File: src/inc/rdse_regs.vh
`ifndef RDSE_REGS_VH
`define RDSE_REGS_VH

// ----------------------------------------
// Status codes
// ----------------------------------------
`define RDSE_ST_LAST_Q_PAGE 4'h0
`define RDSE_ST_PAGE_CROSS 4'h1
`define RDSE_ST_HDR_END 4'h2
`define RDSE_ST_PAGE_HDR 4'h3
`define RDSE_ST_NORM_PLAIN 4'h4
`define RDSE_ST_NORM_BURST 4'h5
`define RDSE_ST_NORM_THRESH 4'h6
`define RDSE_ST_NORM_SERVICE 4'h7
`define RDSE_ST_NO_DATA 4'h8
`define RDSE_ST_NO_HDR 4'h9
`define RDSE_ST_HDR_NO_INFO 4'ha
`define RDSE_ST_NO_INFO 4'hb
`define RDSE_ST_OVERRUN 4'hc
`define RDSE_ST_BAD_FRAME 4'hd
`define RDSE_ST_PARITY 4'he
`define RDSE_ST_INTERNAL 4'hf

// ----------------------------------------
// Part tags
// ----------------------------------------
`define RDSE_PART_LAST 2'h0
`define RDSE_PART_MIDDLE 2'h1
`define RDSE_PART_FIRST 2'h2
`define RDSE_PART_ONLY 2'h3

// ----------------------------------------
// Descriptor word layout
// ----------------------------------------
`define RDSE_DESC_W 6
`define RDSE_DESC_PART_HI 5
`define RDSE_DESC_PART_LO 4
`define RDSE_DESC_STAT_HI 3
`define RDSE_DESC_STAT_LO 0
`define RDSE_FIFO_DEPTH 16
`define RDSE_FIFO_AW 4
`define RDSE_UNIT_EVT_W 16

`endif

File: src/verilog/rdse_fifo.v
`timescale 1ns/10ps
module rdse_fifo #(
    parameter WIDTH = 16,
    parameter DEPTH = 16,
    parameter AW = 4
) (
    input wire core_clk,
    input wire rst_n,
    input wire in_valid,
    output wire in_ready,
    input wire [WIDTH-1:0] in_data,
    output reg out_valid,
    input wire out_ready,
    output wire [WIDTH-1:0] out_data
);
    reg [AW:0] wr_ptr_reg;
    reg [AW:0] rd_ptr_reg;
    wire [AW:0] count;
    wire push;
    wire pop;
    wire out_free;

    assign count = wr_ptr_reg - rd_ptr_reg;
    assign in_ready = (count != DEPTH[AW:0]);
    assign push = in_valid && in_ready;
    assign out_free = !out_valid || out_ready;
    assign pop = (count != {(AW+1){1'b0}}) && out_free;

    always @(posedge core_clk) begin
        if (!rst_n) begin
            wr_ptr_reg <= {(AW+1){1'b0}};
            rd_ptr_reg <= {(AW+1){1'b0}};
            out_valid <= 1'b0;
        end else begin
            if (push) begin
                wr_ptr_reg <= wr_ptr_reg + 1'b1;
            end
            if (pop) begin
                rd_ptr_reg <= rd_ptr_reg + 1'b1;
                out_valid <= 1'b1;
            end else if (out_ready) begin
                out_valid <= 1'b0;
            end
        end
    end

    rdse_mem #(.WIDTH(WIDTH), .DEPTH(DEPTH), .AW(AW)) u_mem (
        .core_clk(core_clk),
        .wr_en(push),
        .wr_addr(wr_ptr_reg[AW-1:0]),
        .wr_data(in_data),
        .rd_en(pop),
        .rd_addr(rd_ptr_reg[AW-1:0]),
        .rd_data(out_data)
    );
endmodule

File: src/verilog/rdse_mem.v
`timescale 1ns/10ps
module rdse_mem #(
    parameter WIDTH = 16,
    parameter DEPTH = 16,
    parameter AW = 4
) (
    input wire core_clk,
    input wire wr_en,
    input wire [AW-1:0] wr_addr,
    input wire [WIDTH-1:0] wr_data,
    input wire rd_en,
    input wire [AW-1:0] rd_addr,
    output reg [WIDTH-1:0] rd_data
);
    reg [WIDTH-1:0] mem_reg [0:DEPTH-1];

    always @(posedge core_clk) begin
        if (wr_en) begin
            mem_reg[wr_addr] <= wr_data;
        end
        if (rd_en) begin
            rd_data <= mem_reg[rd_addr];
        end
    end
endmodule

File: src/verilog/rdse_status_encoder.v
`timescale 1ns/10ps
`include "rdse_regs.vh"

// Functional notes
// - Last queue entry with page cross: 0000, discard
// - Never 0000 in a middle descriptor
// - 0001 page cross, first or middle only
// - 0010 marks last unit of header
// - 0011 when page cross meets header end
// - 0100 normal end, no breakpoint
// - 0101 normal end at burst boundary
// - 0110 normal end at copy threshold
// - 0111 normal end after service events
// - 1000 partial copy, sort mode off only
// - 1001 sort mode, header space lacking
// - 1010 header copied, no info copied
// - 1011 info space ran out mid info
// - 1100 receive FIFO overrun during copy
// - 1101 bad length or bad check sequence
// - 1110 parity error, only when enabled
// - 1111 internal fault while receiving
// - Two bit part tag per descriptor
module rdse_status_encoder #(
    parameter FIFO_DEPTH = `RDSE_FIFO_DEPTH,
    parameter FIFO_AW = `RDSE_FIFO_AW
) (
    input wire core_clk,
    input wire rst_n,
    input wire unit_valid,
    output wire unit_ready,
    input wire unit_page_cross,
    input wire unit_header_end,
    input wire unit_frame_end,
    input wire unit_first,
    input wire unit_queue_last,
    input wire unit_is_info,
    input wire ev_burst_boundary,
    input wire ev_threshold,
    input wire ev_mac_reset_event,
    input wire ev_token,
    input wire ev_mac_frame,
    input wire ev_ring_op_change,
    input wire ev_no_data_space,
    input wire ev_no_unit_space,
    input wire ev_fifo_overrun,
    input wire ev_bad_length,
    input wire ev_bad_fcs,
    input wire ev_parity_error,
    input wire ev_internal_fault,
    input wire sort_mode,
    input wire parity_check_enable,
    output wire input_unit_descriptor_valid,
    input wire input_unit_descriptor_ready,
    output wire [1:0] input_unit_descriptor_part,
    output wire [3:0] frame_status_code,
    output reg discard_active,
    output reg fault_seen
);
    // ----------------------------------------
    // Descriptor classification
    // ----------------------------------------
    reg in_frame_reg;
    reg in_frame_next;
    reg discard_next;
    reg fault_next;
    reg hdr_done_reg;
    reg hdr_done_next;
    reg info_started_reg;
    reg info_started_next;
    reg service_pend_reg;
    reg service_pend_next;
    reg [3:0] code;
    reg [1:0] part;
    reg emit;
    wire fifo_in_ready;
    wire fifo_out_valid;
    wire [`RDSE_DESC_W-1:0] fifo_out_data;
    wire take;
    wire errored;
    wire space_abort;
    wire svc_event;
    wire hdr_seen;
    wire info_seen;

    function [1:0] part_of;
        input first;
        input last;
        begin
            case ({first, last})
                2'b11: part_of = `RDSE_PART_ONLY;
                2'b10: part_of = `RDSE_PART_FIRST;
                2'b01: part_of = `RDSE_PART_LAST;
                default: part_of = `RDSE_PART_MIDDLE;
            endcase
        end
    endfunction

    assign take = unit_valid && fifo_in_ready;
    assign unit_ready = fifo_in_ready;
    assign errored = ev_fifo_overrun || ev_bad_length || ev_bad_fcs
        || (ev_parity_error && parity_check_enable) || ev_internal_fault;
    assign space_abort = ev_no_data_space || ev_no_unit_space;
    assign svc_event = ev_mac_reset_event || ev_token || ev_mac_frame || ev_ring_op_change;
    // A first unit starts a new frame, so older header and info history is ignored.
    assign hdr_seen = hdr_done_reg && !unit_first;
    assign info_seen = info_started_reg && !unit_first;

    always @* begin
        code = `RDSE_ST_PAGE_CROSS;
        part = part_of(unit_first, 1'b0);
        emit = 1'b1;
        in_frame_next = in_frame_reg;
        discard_next = discard_active;
        fault_next = fault_seen;
        hdr_done_next = hdr_done_reg;
        info_started_next = info_started_reg;
        service_pend_next = service_pend_reg || svc_event;
        if (take) begin
            in_frame_next = !unit_frame_end;
            if (unit_first) begin
                discard_next = 1'b0;
                hdr_done_next = 1'b0;
                info_started_next = 1'b0;
            end
            if (discard_active && !unit_first) begin
                emit = 1'b0;
                if (unit_frame_end) begin
                    discard_next = 1'b0;
                end
            end else if (ev_internal_fault) begin
                code = `RDSE_ST_INTERNAL;
                part = part_of(unit_first, 1'b1);
                fault_next = 1'b1;
                discard_next = !unit_frame_end;
            end else if (ev_parity_error && parity_check_enable) begin
                code = `RDSE_ST_PARITY;
                part = part_of(unit_first, 1'b1);
                discard_next = !unit_frame_end;
            end else if (ev_fifo_overrun) begin
                code = `RDSE_ST_OVERRUN;
                part = part_of(unit_first, 1'b1);
                discard_next = !unit_frame_end;
            end else if (ev_bad_length || ev_bad_fcs) begin
                code = `RDSE_ST_BAD_FRAME;
                part = part_of(unit_first, 1'b1);
                discard_next = !unit_frame_end;
            end else if (space_abort && sort_mode && !hdr_seen
                && !unit_header_end) begin
                code = `RDSE_ST_NO_HDR;
                part = part_of(unit_first, 1'b1);
                discard_next = !unit_frame_end;
            end else if (space_abort && sort_mode && !info_seen) begin
                code = `RDSE_ST_HDR_NO_INFO;
                part = part_of(unit_first, 1'b1);
                discard_next = !unit_frame_end;
            end else if (space_abort && sort_mode) begin
                code = `RDSE_ST_NO_INFO;
                part = part_of(unit_first, 1'b1);
                discard_next = !unit_frame_end;
            end else if (ev_no_data_space) begin
                code = `RDSE_ST_NO_DATA;
                part = part_of(unit_first, 1'b1);
                discard_next = !unit_frame_end;
            end else if (unit_frame_end) begin
                part = part_of(unit_first, 1'b1);
                if (service_pend_next) begin
                    code = `RDSE_ST_NORM_SERVICE;
                    service_pend_next = svc_event;
                end else if (ev_threshold) begin
                    code = `RDSE_ST_NORM_THRESH;
                end else if (ev_burst_boundary) begin
                    code = `RDSE_ST_NORM_BURST;
                end else begin
                    code = `RDSE_ST_NORM_PLAIN;
                end
            end else if (unit_page_cross && unit_queue_last) begin
                code = `RDSE_ST_LAST_Q_PAGE;
                part = part_of(unit_first, 1'b1);
                discard_next = 1'b1;
            end else if (unit_page_cross && unit_header_end) begin
                code = `RDSE_ST_PAGE_HDR;
                hdr_done_next = 1'b1;
            end else if (unit_header_end) begin
                code = `RDSE_ST_HDR_END;
                hdr_done_next = 1'b1;
            end else if (unit_page_cross) begin
                code = `RDSE_ST_PAGE_CROSS;
            end else begin
                emit = 1'b0;
            end
            if (unit_is_info && !(discard_active && !unit_first)) begin
                info_started_next = 1'b1;
            end
        end else begin
            emit = 1'b0;
        end
    end

    // ----------------------------------------
    // State registers
    // ----------------------------------------
    always @(posedge core_clk) begin
        if (!rst_n) begin
            in_frame_reg <= 1'b0;
            discard_active <= 1'b0;
            fault_seen <= 1'b0;
            hdr_done_reg <= 1'b0;
            info_started_reg <= 1'b0;
            service_pend_reg <= 1'b0;
        end else begin
            in_frame_reg <= in_frame_next;
            discard_active <= discard_next;
            fault_seen <= fault_next;
            hdr_done_reg <= hdr_done_next;
            info_started_reg <= info_started_next;
            service_pend_reg <= service_pend_next;
        end
    end

    // ----------------------------------------
    // Descriptor buffer
    // ----------------------------------------
    rdse_fifo #(.WIDTH(`RDSE_DESC_W), .DEPTH(FIFO_DEPTH), .AW(FIFO_AW)) u_fifo (
        .core_clk(core_clk),
        .rst_n(rst_n),
        .in_valid(emit),
        .in_ready(fifo_in_ready),
        .in_data({part, code}),
        .out_valid(fifo_out_valid),
        .out_ready(input_unit_descriptor_ready),
        .out_data(fifo_out_data)
    );

    assign input_unit_descriptor_valid = fifo_out_valid;
    assign input_unit_descriptor_part =
        fifo_out_data[`RDSE_DESC_PART_HI:`RDSE_DESC_PART_LO];
    assign frame_status_code = fifo_out_data[`RDSE_DESC_STAT_HI:`RDSE_DESC_STAT_LO];
endmodule
File: config.mk
export PLATFORM = sky130hd
export DESIGN_NAME = rdse_status_encoder
export DESIGN_NICKNAME = d
export VERILOG_FILES = /design/src/verilog/rdse_fifo.v /design/src/verilog/rdse_mem.v /design/src/verilog/rdse_status_encoder.v
export VERILOG_INCLUDE_DIRS = /design/src /design/src/inc
export SDC_FILE = /design/constraint.sdc
export NUM_CORES = 1
export LEC_CHECK = 0
export BUFFER_PORTS_ARGS = -buffer_cell sky130_fd_sc_hd__buf_2
export CORE_MARGIN = 2
export CORE_UTILIZATION = 40
export CTS_BUF_LIST = sky130_fd_sc_hd__clkbuf_16
export CTS_CLUSTER_SIZE = 25
export DETAILED_ROUTE_END_ITERATION = 12
export PLACE_DENSITY = 0.57
export SYNTH_ARGS = -nofsm -noshare
export SYNTH_HDL_FRONTEND = slang
export SYNTH_HIERARCHICAL = 1
export SYNTH_SLANG_ARGS = --single-unit
File: constraint.sdc
create_clock -name core_clk -period 5 [get_ports core_clk]
set_input_delay 0.75 -clock core_clk [delete_from_list [all_inputs] [get_ports core_clk]]
set_output_delay 0.75 -clock core_clk [all_outputs]
set_load 0.1 [all_outputs]
==> flow_summary.yaml <==
status:
  outcome: "complete, no violations"
placed_design:
  dp_cells: 525
  dpl.hpwl_um: 6887
  gp_congestion: 0.8074
  port_buffers: 34
global_routing:
  track_usage_pct: 16.53
  grt_pass1_wl_um: 16990
  grt_antenna_before_repair: 0
  grt-ovfl-total: 0
  grt_pass1_vias: 3025
  grt_max_degree: 28
timing:
  finalClockSkew_ns: 0.008744
  min_period_ns: 3.867
  hold_violations: 0
  setup_viol: 0
  worst_slew_pin_slew_ns: 0.6697
  maxSlewHeadroom_pct: 55.19
  final_max_slew_viol_count: 0
  fmax_ghz: 0.2586
  finalCritPeriodShare_pct: 77.34
  setup_tns_ns: 0
  rsz0062_at_grt: "false"
die:
  die_area_um2: 13830
  initial_core_util_pct: 40.92
  num_io_pins: 35
  core-area_um2: 12620
  fp.dieH_um: 117.6
  die_w_um: 117.6
  placementRows: 41
logic_synthesis:
  synthMuxAreaShare_pct: 12.12
  synth-main-ff-cell: "edfxtp_1"
  yosys.area_share.simple_pct: 8.481
  synthXorXnorAreaFrac_pct: 1.308
  yosys.area_share.adder_pct: 1.454
  syn_inst: 319
  ys_ff_latch: 118
  synth_compound_area_share_pct: 8.650
  synth_cell_types: 57
  synth_top_family_by_area: "multiplexers"
  yosysSeqAreaShare_pct: 65.52
  synth_area_um2: 5164
  synth_fp_nets: 350
  syn-mean-instance-area_um2: 16.19
  yosys_warnings: 6
  synth_edf_count: 102
  synth-async-reset-ratio_pct: 0
clocking:
  cts_tree: "built"
  insertion_delay_ns: 0.40
  root_buffer: "clkbuf_16"
  cts_setup_buffers: 0
  clock-sinks: 118
  cts_resized: 0
  clkTransAtPathRegs_ns: 0.05
  numCtsBuffers: 17
  cts_buffer_depth: 2
  cts_hold_buf: 0
  htree_levels: 4
route:
  drtAntennaViolNets: 0
  num_vias: 3042
  dr_wl_met3_um: 738
  route.detailed.drc: 0
  met1_length_um: 4712
  wl_met2_um: 4979
  drt_iter0_markers: 302
  topRoutingLayerUsed: "met4"
  vias_per_cell: 5.461
  drt_first_pass_iters: 4
  drt-total-wl_um: 10580
  wire_per_inst_um: 19.00
power_and_ir_drop:
  intPower_mw: 2.539
  power_density_nw_per_um2: 622.5
  seqPwrFrac_pct: 33.8
  switching_share_pct: 33.93
  switching_power_mw: 1.304
  irDropWorstVdd_mv: 0.2558
  clockPowerShare_pct: 33.6
  p_comb_share_pct: 32.6
  p_leak_nw: 2.120
setup_path:
  cp_max_fo: 10
  startpoint_type: "flip-flop"
  endpoint_kind: "flip-flop"
  crit_family: "simple AND/OR/NAND/NOR gates"
  setup.worst_path.class: "reg -> reg"
  critPathSlowestCell: "or3b_2"
  required_ns: 5.03
  crit_buf_inv: 2
  path_cells: "inv_1 -> ha_1 -> nor2b_4 -> o22ai_2 -> xnor2_2 -> nor2_1 -> o21ai_1 -> nand3_1 -> a21oi_1 -> o41ai_4 -> inv_1 -> or3b_2 -> nor2_1"
  arrival_ns: 3.90
  cp_slowest_stage_delay_ns: 0.51
worst_hold_path:
  hp-class: "reg -> reg"
finish:
  fin_cells: 557
  final_nets: 403
  drive_above_1_share_pct: 25.97
  largest_register_ffs: 96
  antenna_cells: 0
  fillCellCount: 1105
  syn2layout_area_growth_pct: 19.55
  post-route-util_pct: 48.92
run:
  max_cap_violations: 0
==> metal layers <==
layer	track usage (%)	up-vias
li1	-	1393
met1	22.23	1531
met2	25.51	108
met3	4.845	10
met4	6.099	0
met5	0	-
==> worst paths after layout <==
| check | start | end | slack, ns | depth (start not counted) |
|---|---|---|---|---|
| min | hdr_done_reg | hdr_done_reg | 0.47 | 2 |
| max | u_fifo/wr_ptr_reg[0] | u_fifo/u_mem/mem_reg[3][1] | 1.13 | 13 |
| min reg2reg | hdr_done_reg | hdr_done_reg | 0.47 | 2 |
| max reg2reg | u_fifo/wr_ptr_reg[0] | u_fifo/u_mem/mem_reg[3][1] | 1.13 | 13 |
==> placed cells by master (no fill, tap or decap), types with 5 or more instances in the layout <==
cell type / instances
or3_1: 6
nor3_1: 6
ha_1: 6
o21ai_0: 8
mux4_1: 12
nor2b_1: 6
clkbuf_16: 17
dfxtp_1: 16
nand2_1: 12
buf_2: 34
a22oi_1: 13
bufinv_16: 5
a21oi_1: 15
nand2b_1: 6
mux4_2: 12
buf_4: 10
nor2_1: 22
edfxtp_1: 102
nand3_1: 7
inv_1: 13
==> cells by family (layout without fill, tap and decap cells) <==
kind of cell / Yosys count / count (layout)
mux: 28 / 28
simple gates: 80 / 80
flops: 118 / 118
buf+inv: 21 / 87
fa+ha+maj: 6 / 6
xor+xnor: 6 / 6
compound gates: 60 / 60
==> Yosys cell counts, types with 2 or more instances <==
master    count  area, um^2
edfxtp_1    102        3063
nor2_1       22       82.58
dfxtp_1      16       320.3
a21oi_1      15       75.07
a22oi_1      13       97.59
mux4_1       12       315.3
mux4_2       12       270.3
nand2_1      12       45.04
inv_1        11       41.29
o21ai_0       9       45.04
nand3_1       7       35.03
ha_1          6       75.07
nand2b_1      6       37.54
nor2b_1       6       37.54
nor3_1        6       30.03
or3_1         6       37.54
buf_6         5       56.30
mux2i_1       4       40.04
xnor2_1       3       26.28
a21boi_0      2       15.01
a21o_1        2       15.01
a31oi_1       2       12.51
and3_1        2       12.51
nand3b_1      2       15.01
nor3_2        2       20.02
o211ai_1      2       15.01
o41ai_4       2       55.05
==> metrics by stage <==
step           total power, mW  worst slack [ns]  hold slack (ns)  cell area (um^2)
2_1_floorplan            2.302           0.05639           0.4363              5164
6_report                 3.843             1.133           0.4688              6173
3_5_place_dp             2.582             1.203           0.4655              5538
4_1_cts                  3.883             1.150           0.4754              6173
3_3_place_gp             2.572             1.318           0.4534              5538
5_1_grt                  4.023            0.8894           0.5103              6173
==> power groups by stage <==
stage / Sequential, mW / Clock (mW) / Combinational [mW]
2_1_floorplan: 1.55 / 0 / 0.755
3_3_place_gp: 1.32 / 0 / 1.25
3_5_place_dp: 1.32 / 0 / 1.26
4_1_cts: 1.30 / 1.32 / 1.27
5_1_grt: 1.31 / 1.36 / 1.35
6_report: 1.30 / 1.29 / 1.25
==> tightest hold or removal path, delay by kind of cell (launching register included) <==
family          cells  cell delay (ns)
simple gates        1             0.05
flops               1             0.31
compound gates      1             0.06
==> layout make-up <==
class	instances	area [um^2]	area share [%]
clock buffers	17	425.4	6.891
clock inverters	15	210.2	3.405
inverters	11	41.29	0.6688
multi-input cells	180	1653	26.77
flip-flops and latches	118	3383	54.80
well taps	172	215.2	3.486
repair buffers	44	245.2	3.972
No activity file was read; power rests on OpenSTA's default activity.
